$ cat src/rcs_cfg.svh
// Fixed sizes and reset values for the completion output stream
`ifndef RCS_CFG_SVH
`define RCS_CFG_SVH

`define RCS_DATA_W      256
`define RCS_SIDE_W      75
`define RCS_MASK_W      8
`define RCS_DWC_W       4
`define RCS_DWORD_W     32
`define RCS_MASK_256    8'hff
`define RCS_MASK_128    8'h0f
`define RCS_MASK_64     8'h03
`define RCS_READY_RST   1'b0
`define RCS_VALID_RST   1'b0

`endif

$ cat src/rcs_pkg.sv
// Types and shared helpers for the completion output stream
`include "rcs_cfg.svh"

package rcs_pkg;

	typedef enum logic [2:0] {
		RCS_W64  = 3'h1,
		RCS_W128 = 3'h2,
		RCS_W256 = 3'h4
	} rcs_width_t;

	typedef enum logic [2:0] {
		RCS_ST_EMPTY = 3'h1,
		RCS_ST_ONE   = 3'h2,
		RCS_ST_TWO   = 3'h4
	} rcs_state_t;

	// Beat offered by the link-side core
	typedef struct packed {
		logic [`RCS_DATA_W-1:0] payload;
		logic [`RCS_SIDE_W-1:0] sideband;
		logic                   pkt_end;
		logic [`RCS_DWC_W-1:0]  dw_count;
	} rcs_src_t;

	// Beat as presented to the consumer
	typedef struct packed {
		logic [`RCS_DATA_W-1:0] payload;
		logic [`RCS_SIDE_W-1:0] sideband;
		logic                   pkt_end;
		logic [`RCS_MASK_W-1:0] dword_mask;
	} rcs_beat_t;

	// Dwords that exist at a given bus width
	function automatic logic [`RCS_MASK_W-1:0] rcs_width_mask(
		input rcs_width_t w
	);
		case (w)
			RCS_W64:  rcs_width_mask = `RCS_MASK_64;
			RCS_W128: rcs_width_mask = `RCS_MASK_128;
			default:  rcs_width_mask = `RCS_MASK_256;
		endcase
	endfunction

	// True when a mask is a run of ones from bit 0
	function automatic logic rcs_is_contig(input logic [`RCS_MASK_W-1:0] m);
		logic [`RCS_MASK_W-1:0] inc;
		inc = m + 8'h01;
		rcs_is_contig = ((m & inc) == 8'h00);
	endfunction

endpackage

$ cat src/rcs_beat_fmt.sv
// Shapes one source beat into the consumer beat format
`timescale 1ns/100ps

`include "rcs_cfg.svh"

module rcs_beat_fmt (
	input  wire rcs_pkg::rcs_src_t   src_i,
	input  wire rcs_pkg::rcs_width_t width_i,
	input  wire logic                straddle_i,
	output rcs_pkg::rcs_beat_t       beat_o
);
	import rcs_pkg::*;

	logic                    strad;
	logic [`RCS_MASK_W-1:0]  wmask;
	logic [`RCS_MASK_W:0]    ones;
	logic [`RCS_MASK_W-1:0]  tail;
	logic [`RCS_DATA_W-1:0]  pmask;

	always_comb begin
		strad = straddle_i && (width_i == RCS_W256);
		wmask = rcs_width_mask(width_i);
		ones  = (9'h001 << src_i.dw_count) - 9'h001;
		if (src_i.dw_count == 4'h0 || src_i.dw_count > 4'h8) begin
			tail = `RCS_MASK_256;
		end else begin
			tail = ones[`RCS_MASK_W-1:0];
		end
		for (int i = 0; i < `RCS_MASK_W; i++) begin
			pmask[i*`RCS_DWORD_W +: `RCS_DWORD_W] = {`RCS_DWORD_W{wmask[i]}};
		end
		beat_o.payload  = src_i.payload & pmask;
		beat_o.sideband = src_i.sideband;
		if (strad) begin
			beat_o.pkt_end    = 1'b0;
			beat_o.dword_mask = `RCS_MASK_256;
		end else begin
			beat_o.pkt_end = src_i.pkt_end;
			if (src_i.pkt_end) begin
				beat_o.dword_mask = tail & wmask;
			end else begin
				beat_o.dword_mask = wmask;
			end
			beat_o.dword_mask = beat_o.dword_mask & wmask;
		end
	end
endmodule

$ cat src/rcs_stream_out.sv
// Completion output stream: two-entry registered master stage
`timescale 1ns/100ps

`include "rcs_cfg.svh"

module rcs_stream_out (
	input  wire logic                clk_i,
	input  wire logic                rst_n_i,
	input  wire rcs_pkg::rcs_width_t width_i,
	input  wire logic                straddle_i,
	input  wire logic                src_valid_i,
	input  wire rcs_pkg::rcs_src_t   src_i,
	output logic                     src_ready_o,
	output logic [255:0]             completion_stream_payload_o,
	output logic [74:0]              completion_sideband_o,
	output logic                     completion_packet_end_o,
	output logic [7:0]               completion_dword_mask_o,
	output logic                     completion_out_valid_o,
	input  wire logic                completion_consumer_ready_i
);
	import rcs_pkg::*;

	rcs_beat_t  fmt;
	rcs_beat_t  main_q;
	rcs_beat_t  main_d;
	rcs_beat_t  skid_q;
	rcs_beat_t  skid_d;
	rcs_state_t st_q;
	rcs_state_t st_d;
	logic       rdy_q;
	logic       rdy_d;
	logic       valid_q;
	logic       valid_d;
	logic       live_q;
	logic       in_pkt_q;
	logic       in_pkt_d;
	logic       take;
	logic       pop;

	rcs_beat_fmt rcs_beat_fmt_inst (
		.width_i    (width_i),
		.straddle_i (straddle_i),
		.src_i      (src_i),
		.beat_o     (fmt)
	);

	assign take = src_valid_i && rdy_q;
	assign pop  = (st_q != RCS_ST_EMPTY) && completion_consumer_ready_i;

	always_comb begin
		main_d   = main_q;
		skid_d   = skid_q;
		st_d     = st_q;
		in_pkt_d = in_pkt_q;
		case (st_q)
			RCS_ST_EMPTY: begin
				if (take) begin
					main_d = fmt;
					st_d   = RCS_ST_ONE;
				end
			end
			RCS_ST_ONE: begin
				if (pop && take) begin
					main_d = fmt;
				end else if (pop) begin
					st_d = RCS_ST_EMPTY;
				end else if (take) begin
					skid_d = fmt;
					st_d   = RCS_ST_TWO;
				end
			end
			RCS_ST_TWO: begin
				if (pop) begin
					main_d = skid_q;
					st_d   = RCS_ST_ONE;
				end
			end
			default: begin
				st_d = RCS_ST_EMPTY;
			end
		endcase
		if (pop) begin
			in_pkt_d = !main_q.pkt_end;
		end
		rdy_d = live_q && (st_d != RCS_ST_TWO);
		valid_d = st_d != RCS_ST_EMPTY;
	end

	always_ff @(posedge clk_i) begin
		if (!rst_n_i) begin
			st_q     <= RCS_ST_EMPTY;
			rdy_q    <= `RCS_READY_RST;
			valid_q  <= `RCS_VALID_RST;
			live_q   <= 1'b0;
			in_pkt_q <= 1'b0;
			main_q   <= '0;
			skid_q   <= '0;
		end else begin
			st_q     <= st_d;
			rdy_q    <= rdy_d;
			valid_q  <= valid_d;
			live_q   <= 1'b1;
			in_pkt_q <= in_pkt_d;
			main_q   <= main_d;
			skid_q   <= skid_d;
		end
	end

	assign src_ready_o                 = rdy_q;
	assign completion_out_valid_o      = valid_q;
	assign completion_stream_payload_o = main_q.payload;
	assign completion_sideband_o       = main_q.sideband;
	assign completion_packet_end_o     = main_q.pkt_end;
	assign completion_dword_mask_o     = main_q.dword_mask;

	logic       strad_a;
	logic [7:0] wm_a;
	assign strad_a = straddle_i && (width_i == RCS_W256);
	assign wm_a    = rcs_width_mask(width_i);

	a_hold_when_stalled: assert property (
		@(posedge clk_i) disable iff (!rst_n_i)
		completion_out_valid_o && !completion_consumer_ready_i
		|=> completion_out_valid_o && $stable(main_q))
		else $error("Output changed while stalled");

	a_reset_valid_low: assert property (
		@(posedge clk_i)
		!rst_n_i |=> !completion_out_valid_o ##1 !completion_out_valid_o)
		else $error("Valid rose too early after reset");

	a_straddle_end_low: assert property (
		@(posedge clk_i) disable iff (!rst_n_i)
		strad_a && $stable(straddle_i) && $past(strad_a) &&
		completion_out_valid_o |-> !completion_packet_end_o)
		else $error("Packet end used in straddle mode");

	a_straddle_mask_ones: assert property (
		@(posedge clk_i) disable iff (!rst_n_i)
		strad_a && $past(strad_a) && $past(strad_a, 2) &&
		completion_out_valid_o |-> completion_dword_mask_o == 8'hff)
		else $error("Mask not all ones in straddle mode");

	a_mask_narrow_zero: assert property (
		@(posedge clk_i) disable iff (!rst_n_i)
		$stable(width_i) && $past(width_i) == $past(width_i, 2) &&
		completion_out_valid_o |-> (completion_dword_mask_o & ~wm_a) == 8'h00)
		else $error("Unused mask bits set");

	a_mask_contig: assert property (
		@(posedge clk_i) disable iff (!rst_n_i)
		completion_out_valid_o |->
		rcs_is_contig(completion_dword_mask_o) &&
		completion_dword_mask_o != 8'h00)
		else $error("Mask not contiguous");

	a_mask_full_mid: assert property (
		@(posedge clk_i) disable iff (!rst_n_i)
		!strad_a && $stable(width_i) && $past(width_i) == $past(width_i, 2) &&
		completion_out_valid_o && !completion_packet_end_o
		|-> completion_dword_mask_o == wm_a)
		else $error("Mask short on a non-final beat");

	a_payload_upper_zero: assert property (
		@(posedge clk_i) disable iff (!rst_n_i)
		width_i == RCS_W64 && $past(width_i == RCS_W64) &&
		$past(width_i == RCS_W64, 2) && completion_out_valid_o
		|-> completion_stream_payload_o[255:64] == 192'h0)
		else $error("Upper payload bits not zero");

	a_payload_mid_zero: assert property (
		@(posedge clk_i) disable iff (!rst_n_i)
		width_i == RCS_W128 && $past(width_i == RCS_W128) &&
		$past(width_i == RCS_W128, 2) && completion_out_valid_o
		|-> completion_stream_payload_o[255:128] == 128'h0)
		else $error("Payload bits above 128 not zero");

	a_valid_in_packet: assert property (
		@(posedge clk_i) disable iff (!rst_n_i)
		in_pkt_q && !strad_a && $past(src_valid_i)
		|-> completion_out_valid_o)
		else $error("Valid dropped inside a fed packet");

	a_src_end_passes: assert property (
		@(posedge clk_i) disable iff (!rst_n_i)
		!strad_a && $past(!strad_a) && st_q == RCS_ST_EMPTY && take
		|=> completion_out_valid_o &&
		completion_packet_end_o == $past(src_i.pkt_end))
		else $error("Packet end lost on its beat");

	a_ready_blocks_full: assert property (
		@(posedge clk_i) disable iff (!rst_n_i)
		st_q == RCS_ST_TWO |-> !src_ready_o)
		else $error("Ready while both stages full");

	c_single_beat: cover property (
		@(posedge clk_i) disable iff (!rst_n_i)
		pop && completion_packet_end_o && !in_pkt_q);

	c_stall_then_go: cover property (
		@(posedge clk_i) disable iff (!rst_n_i)
		(completion_out_valid_o && !completion_consumer_ready_i) [*3]
		##1 pop);

	c_skid_full: cover property (
		@(posedge clk_i) disable iff (!rst_n_i)
		st_q == RCS_ST_TWO ##1 pop);

	c_multi_beat: cover property (
		@(posedge clk_i) disable iff (!rst_n_i)
		pop && !completion_packet_end_o ##[1:4]
		pop && completion_packet_end_o);
endmodule

$ cat config.mk
export PLATFORM = sky130hd
export DESIGN_NAME = rcs_stream_out
export DESIGN_NICKNAME = d
export VERILOG_FILES = /design/src/rcs_pkg.sv /design/src/rcs_beat_fmt.sv /design/src/rcs_stream_out.sv
export VERILOG_INCLUDE_DIRS = /design/src
export SDC_FILE = /design/constraint.sdc
export NUM_CORES = 2
export LEC_CHECK = 0
export BUFFER_PORTS_ARGS = -buffer_cell sky130_fd_sc_hd__buf_2
export CAP_MARGIN = 10
export CORE_AREA = 3 3 269 271
export DETAILED_ROUTE_END_ITERATION = 8
export DIE_AREA = 0 0 272 274
export PLACE_DENSITY_LB_ADDON = 0.08
export REMOVE_ABC_BUFFERS = 1
export SLEW_MARGIN = 20
export SYNTH_ARGS = -nofsm -noshare
export SYNTH_HDL_FRONTEND = slang
export SYNTH_SLANG_ARGS = --single-unit
$ cat constraint.sdc
create_clock -name clk_i -period 3.15 [get_ports clk_i]
set_input_delay 0.4725 -clock clk_i [delete_from_list [all_inputs] [get_ports clk_i]]
set_output_delay 0.4725 -clock clk_i [all_outputs]
set_load 0.01 [all_outputs]
==> out/summary.log <==
INFO  global_route   first_global_vias=24,065
INFO  sta            max_freq=436MHz
INFO  layout         multiInputGateArea=0.0118mm²
INFO  floorplanning  start_util=38.6%
INFO  sta            final.setup_skew=22.4ps
INFO  drt            vias_per_cell=5.23
INFO  layout         fillerInstances=7,164
INFO  logic_synthesis synth_xor_xnor_area_share=0.0972%
INFO  drt            drt_wl_total=94,500µm
INFO  drt            drtPass1Iterations=5
INFO  power          ir_worst_vdd=0.000374V
INFO  cts            cts_buffer_depth=3
INFO  sta            final.period_utilization=72.8%
INFO  logic_synthesis synth_enable_flop_cells=0
INFO  logic_synthesis netlist_instances=3,476
INFO  drt            detailed_route_wirelength_on_metal2=45,500µm
INFO  cts            cts_hold_buf=0
INFO  logic_synthesis synthFlopType=sky130_fd_sc_hd__dfxtp_1
INFO  drt            dr_wl_met3=6200µm
INFO  status         status=complete, no violations
INFO  setup_path     worst_setup_path_end_kind=flip-flop
INFO  layout         ff_latch_area=0.0137mm²
INFO  global_route   largest_net_degree_at_the_start_of_global_routing=174
INFO  drt            num_vias=25,988
INFO  layout         fin_nets=4,291
INFO  setup_path     arrival=2810ps
INFO  logic_synthesis synthDistinctLibCells=43
INFO  cts            root_buffer=sky130_fd_sc_hd__clkbuf_16
INFO  cts            clock_pin_transition_on_the_worst_setup_and_hold_timing_paths=60ps
INFO  logic_synthesis synth_seq_cells=686
INFO  power          p_leak=0.0131µW
INFO  run            cap_violations=0
INFO  drt            highest_layer=met5
INFO  floorplanning  fp.dieH=274µm
INFO  setup_path     data_required_time_of_the_critical_path=3670ps
INFO  logic_synthesis sequential_to_total_area_share_from_yosys_stat=50.8%
INFO  sta            post-route-min-period=2290ps
INFO  power          powerDensity=583mW/mm²
INFO  global_route   grt_pass1_wl=145,000µm
INFO  cts            clk-insertion-delay-late=610ps
INFO  drt            drt_iter0_drc=1,884
INFO  floorplanning  boundaryPins=686
INFO  cts            post_cts_setup_driven_buffer_insertion_count=0
INFO  floorplanning  fp-row-count=97
INFO  cts            ctsResizeCount=0
INFO  setup_path     cp_max_fo=173
INFO  sta            tightest_slew=1030ps
INFO  global_route   global_route.usage.total=24.2%
INFO  cts            cts-buffers-inserted=77
INFO  sta            unrepaired_setup_endpoints_after_global_routing=no
INFO  layout         final_util=48.0%
INFO  global_route   total_global_routing_overflow=0
INFO  logic_synthesis synthesis.area=0.0270mm²
INFO  cts            cts_num_sinks=686
INFO  sta            timing.final.hold_violations=0
INFO  drt            m1WireLength=39,700µm
INFO  setup_path     critical_path_start_end_classification=flip-flop to flip-flop
INFO  drt            ant_nets=0
INFO  logic_synthesis main_combinational_cell_family_by_area_after_synthesis=simple AND/OR/NAND/NOR gates
INFO  drt            route.detailed.wl_per_inst=19.0µm
INFO  logic_synthesis synth_warnings=0
INFO  global_route   grt_antenna_before_repair=30
INFO  layout         synthToLayoutAreaGrowth=24.4%
INFO  sta            worst_slew_margin_rel=31.4%
INFO  floorplanning  floorplan.die_area=0.0745mm²
INFO  floorplanning  core=0.0700mm²
INFO  logic_synthesis synth_simple_gate_area_share=24.2%
INFO  logic_synthesis synth-async-reset-ratio=0%
INFO  sta            report.final.slew_viol_count=0
INFO  logic_synthesis synth.area.mux_share=0%
INFO  cts            ctsHtreeMaxLevel=3
INFO  logic_synthesis synthesis.area_per_instance=7.77µm²
INFO  placed_design  place.gp.congestion=0.798
INFO  logic_synthesis synth_adder_area_share=0.0463%
INFO  placed_design  hpwl=60,800µm
INFO  placed_design  port_buffers=685
INFO  sta            setup_viol=0
INFO  worst_hold_path hold_class=input port to flip-flop
INFO  layout         drive_gt1_share=21.7%
INFO  sta            setup-tns-final=0ps
INFO  floorplanning  die_width=272µm
INFO  setup_path     worst_setup_path_start_kind=flip-flop
INFO  cts            cts_tree=done
INFO  drt            drcViolationCount=0
INFO  logic_synthesis synth_compound_area_share=19.2%
routing by layer:
| layer | vias up | track usage, % |
|---|---|---|
| met5 | - | 0 |
| met4 | 18 | 8.11 |
| met3 | 154 | 6.16 |
| met2 | 691 | 40.2 |
| met1 | 12147 | 30.7 |
| li1 | 12978 | - |
synth_stat cells (all sizes together) (3+ instances only):
cell type | instances | area share [%]
dfxtp | 686 | 51
nor3 | 4 | 0.074
a31oi | 131 | 3.0
nand2b | 6 | 0.14
a311oi | 205 | 6.6
nand3 | 385 | 7.1
buf | 131 | 2.5
a211oi | 4 | 0.11
nor2 | 227 | 3.2
a21oi | 341 | 6.3
inv | 5 | 0.069
clkbuf | 221 | 3.1
o22ai | 4 | 0.093
xnor2 | 3 | 0.097
nand3b | 3 | 0.083
nand2 | 954 | 13
o21ai | 139 | 2.6
o211ai | 3 | 0.083
cell usage in the layout, fill, tap and decap left out, drive strengths merged, types with 3 or more instances in the layout:
cell type  instances
o211ai             3
a21oi            341
dfxtp            686
clkbuf           120
o22ai              4
a31oi            131
inv                7
clkinv            11
o21ai            139
nand3b             3
diode             20
bufinv             4
a211oi             4
a311oi           205
buf              743
nand3            385
nand2b             6
xnor2              3
nor2             227
nor3               4
nand2            954
state kept, by name (all words and copies together), names as in the netlist:
name / flops
completion_stream_payload_o: 256
st_q: 3
completion_packet_end_o: 1
src_ready_o: 1
completion_dword_mask_o: 8
skid_q: 340
live_q: 1
completion_sideband_o: 75
completion_out_valid_o: 1
area by class of cell:
class                           count  area share [%]
Inverter                            5          0.0782
Tap cell                          940            3.50
Clock inverter                     18           0.663
Multi-Input combinational cell   2433            35.1
Clock buffer                      120            6.88
Timing Repair Buffer              743            12.8
Sequential cell                   686            40.9
Antenna cell                       20           0.149
stage by stage:
step | total power [µW] | std cells | setup slack, ps | area, µm² | hold slack (ps)
after detailed placement | 10800 | 4807 | 752 | 31000 | 434
final | 19600 | 4965 | 858 | 33600 | 97.0
after global placement | 10800 | 4807 | 848 | 31000 | 436
after floorplan | 10000 | 3124 | -22800 | 25500 | 429
after CTS | 19900 | 4945 | 874 | 33500 | 55.8
after global routing | 20400 | 4959 | 625 | 33600 | 78.2
critical path, stage by stage, from the launching register on:
cell and delay [ps]:
sky130_fd_sc_hd__dfxtp_1 440, sky130_fd_sc_hd__inv_2 70, sky130_fd_sc_hd__nor3_2 420, sky130_fd_sc_hd__buf_12 590
sky130_fd_sc_hd__nand2_1 120, sky130_fd_sc_hd__a311oi_1 270
path summary, 6_finish.rpt:
check | startpoint | to | slack (ps) | cells after the start
min | src_i[134] | skid_q[138] | 100 | 3
min reg2reg | live_q | src_ready_o | 450 | 1
max | st_q[2] | completion_stream_payload_o[8] | 860 | 5
max reg2reg | st_q[2] | completion_stream_payload_o[8] | 860 | 5
kinds of logic after synthesis:
| group | after synthesis |
|---|---|
| xor gates and xnor gates | 3 |
| DFF | 686 |
| AOI/OAI and AO/OA | 838 |
| adders and majority gates | 1 |
| and+or+nand+nor | 1591 |
| buffers and inverters | 357 |
power by group:
group,switching (µW),internal (µW)
registers,138,8910
clock network,3610,5370
logic,966,596
(Power assumes the default switching activity.)
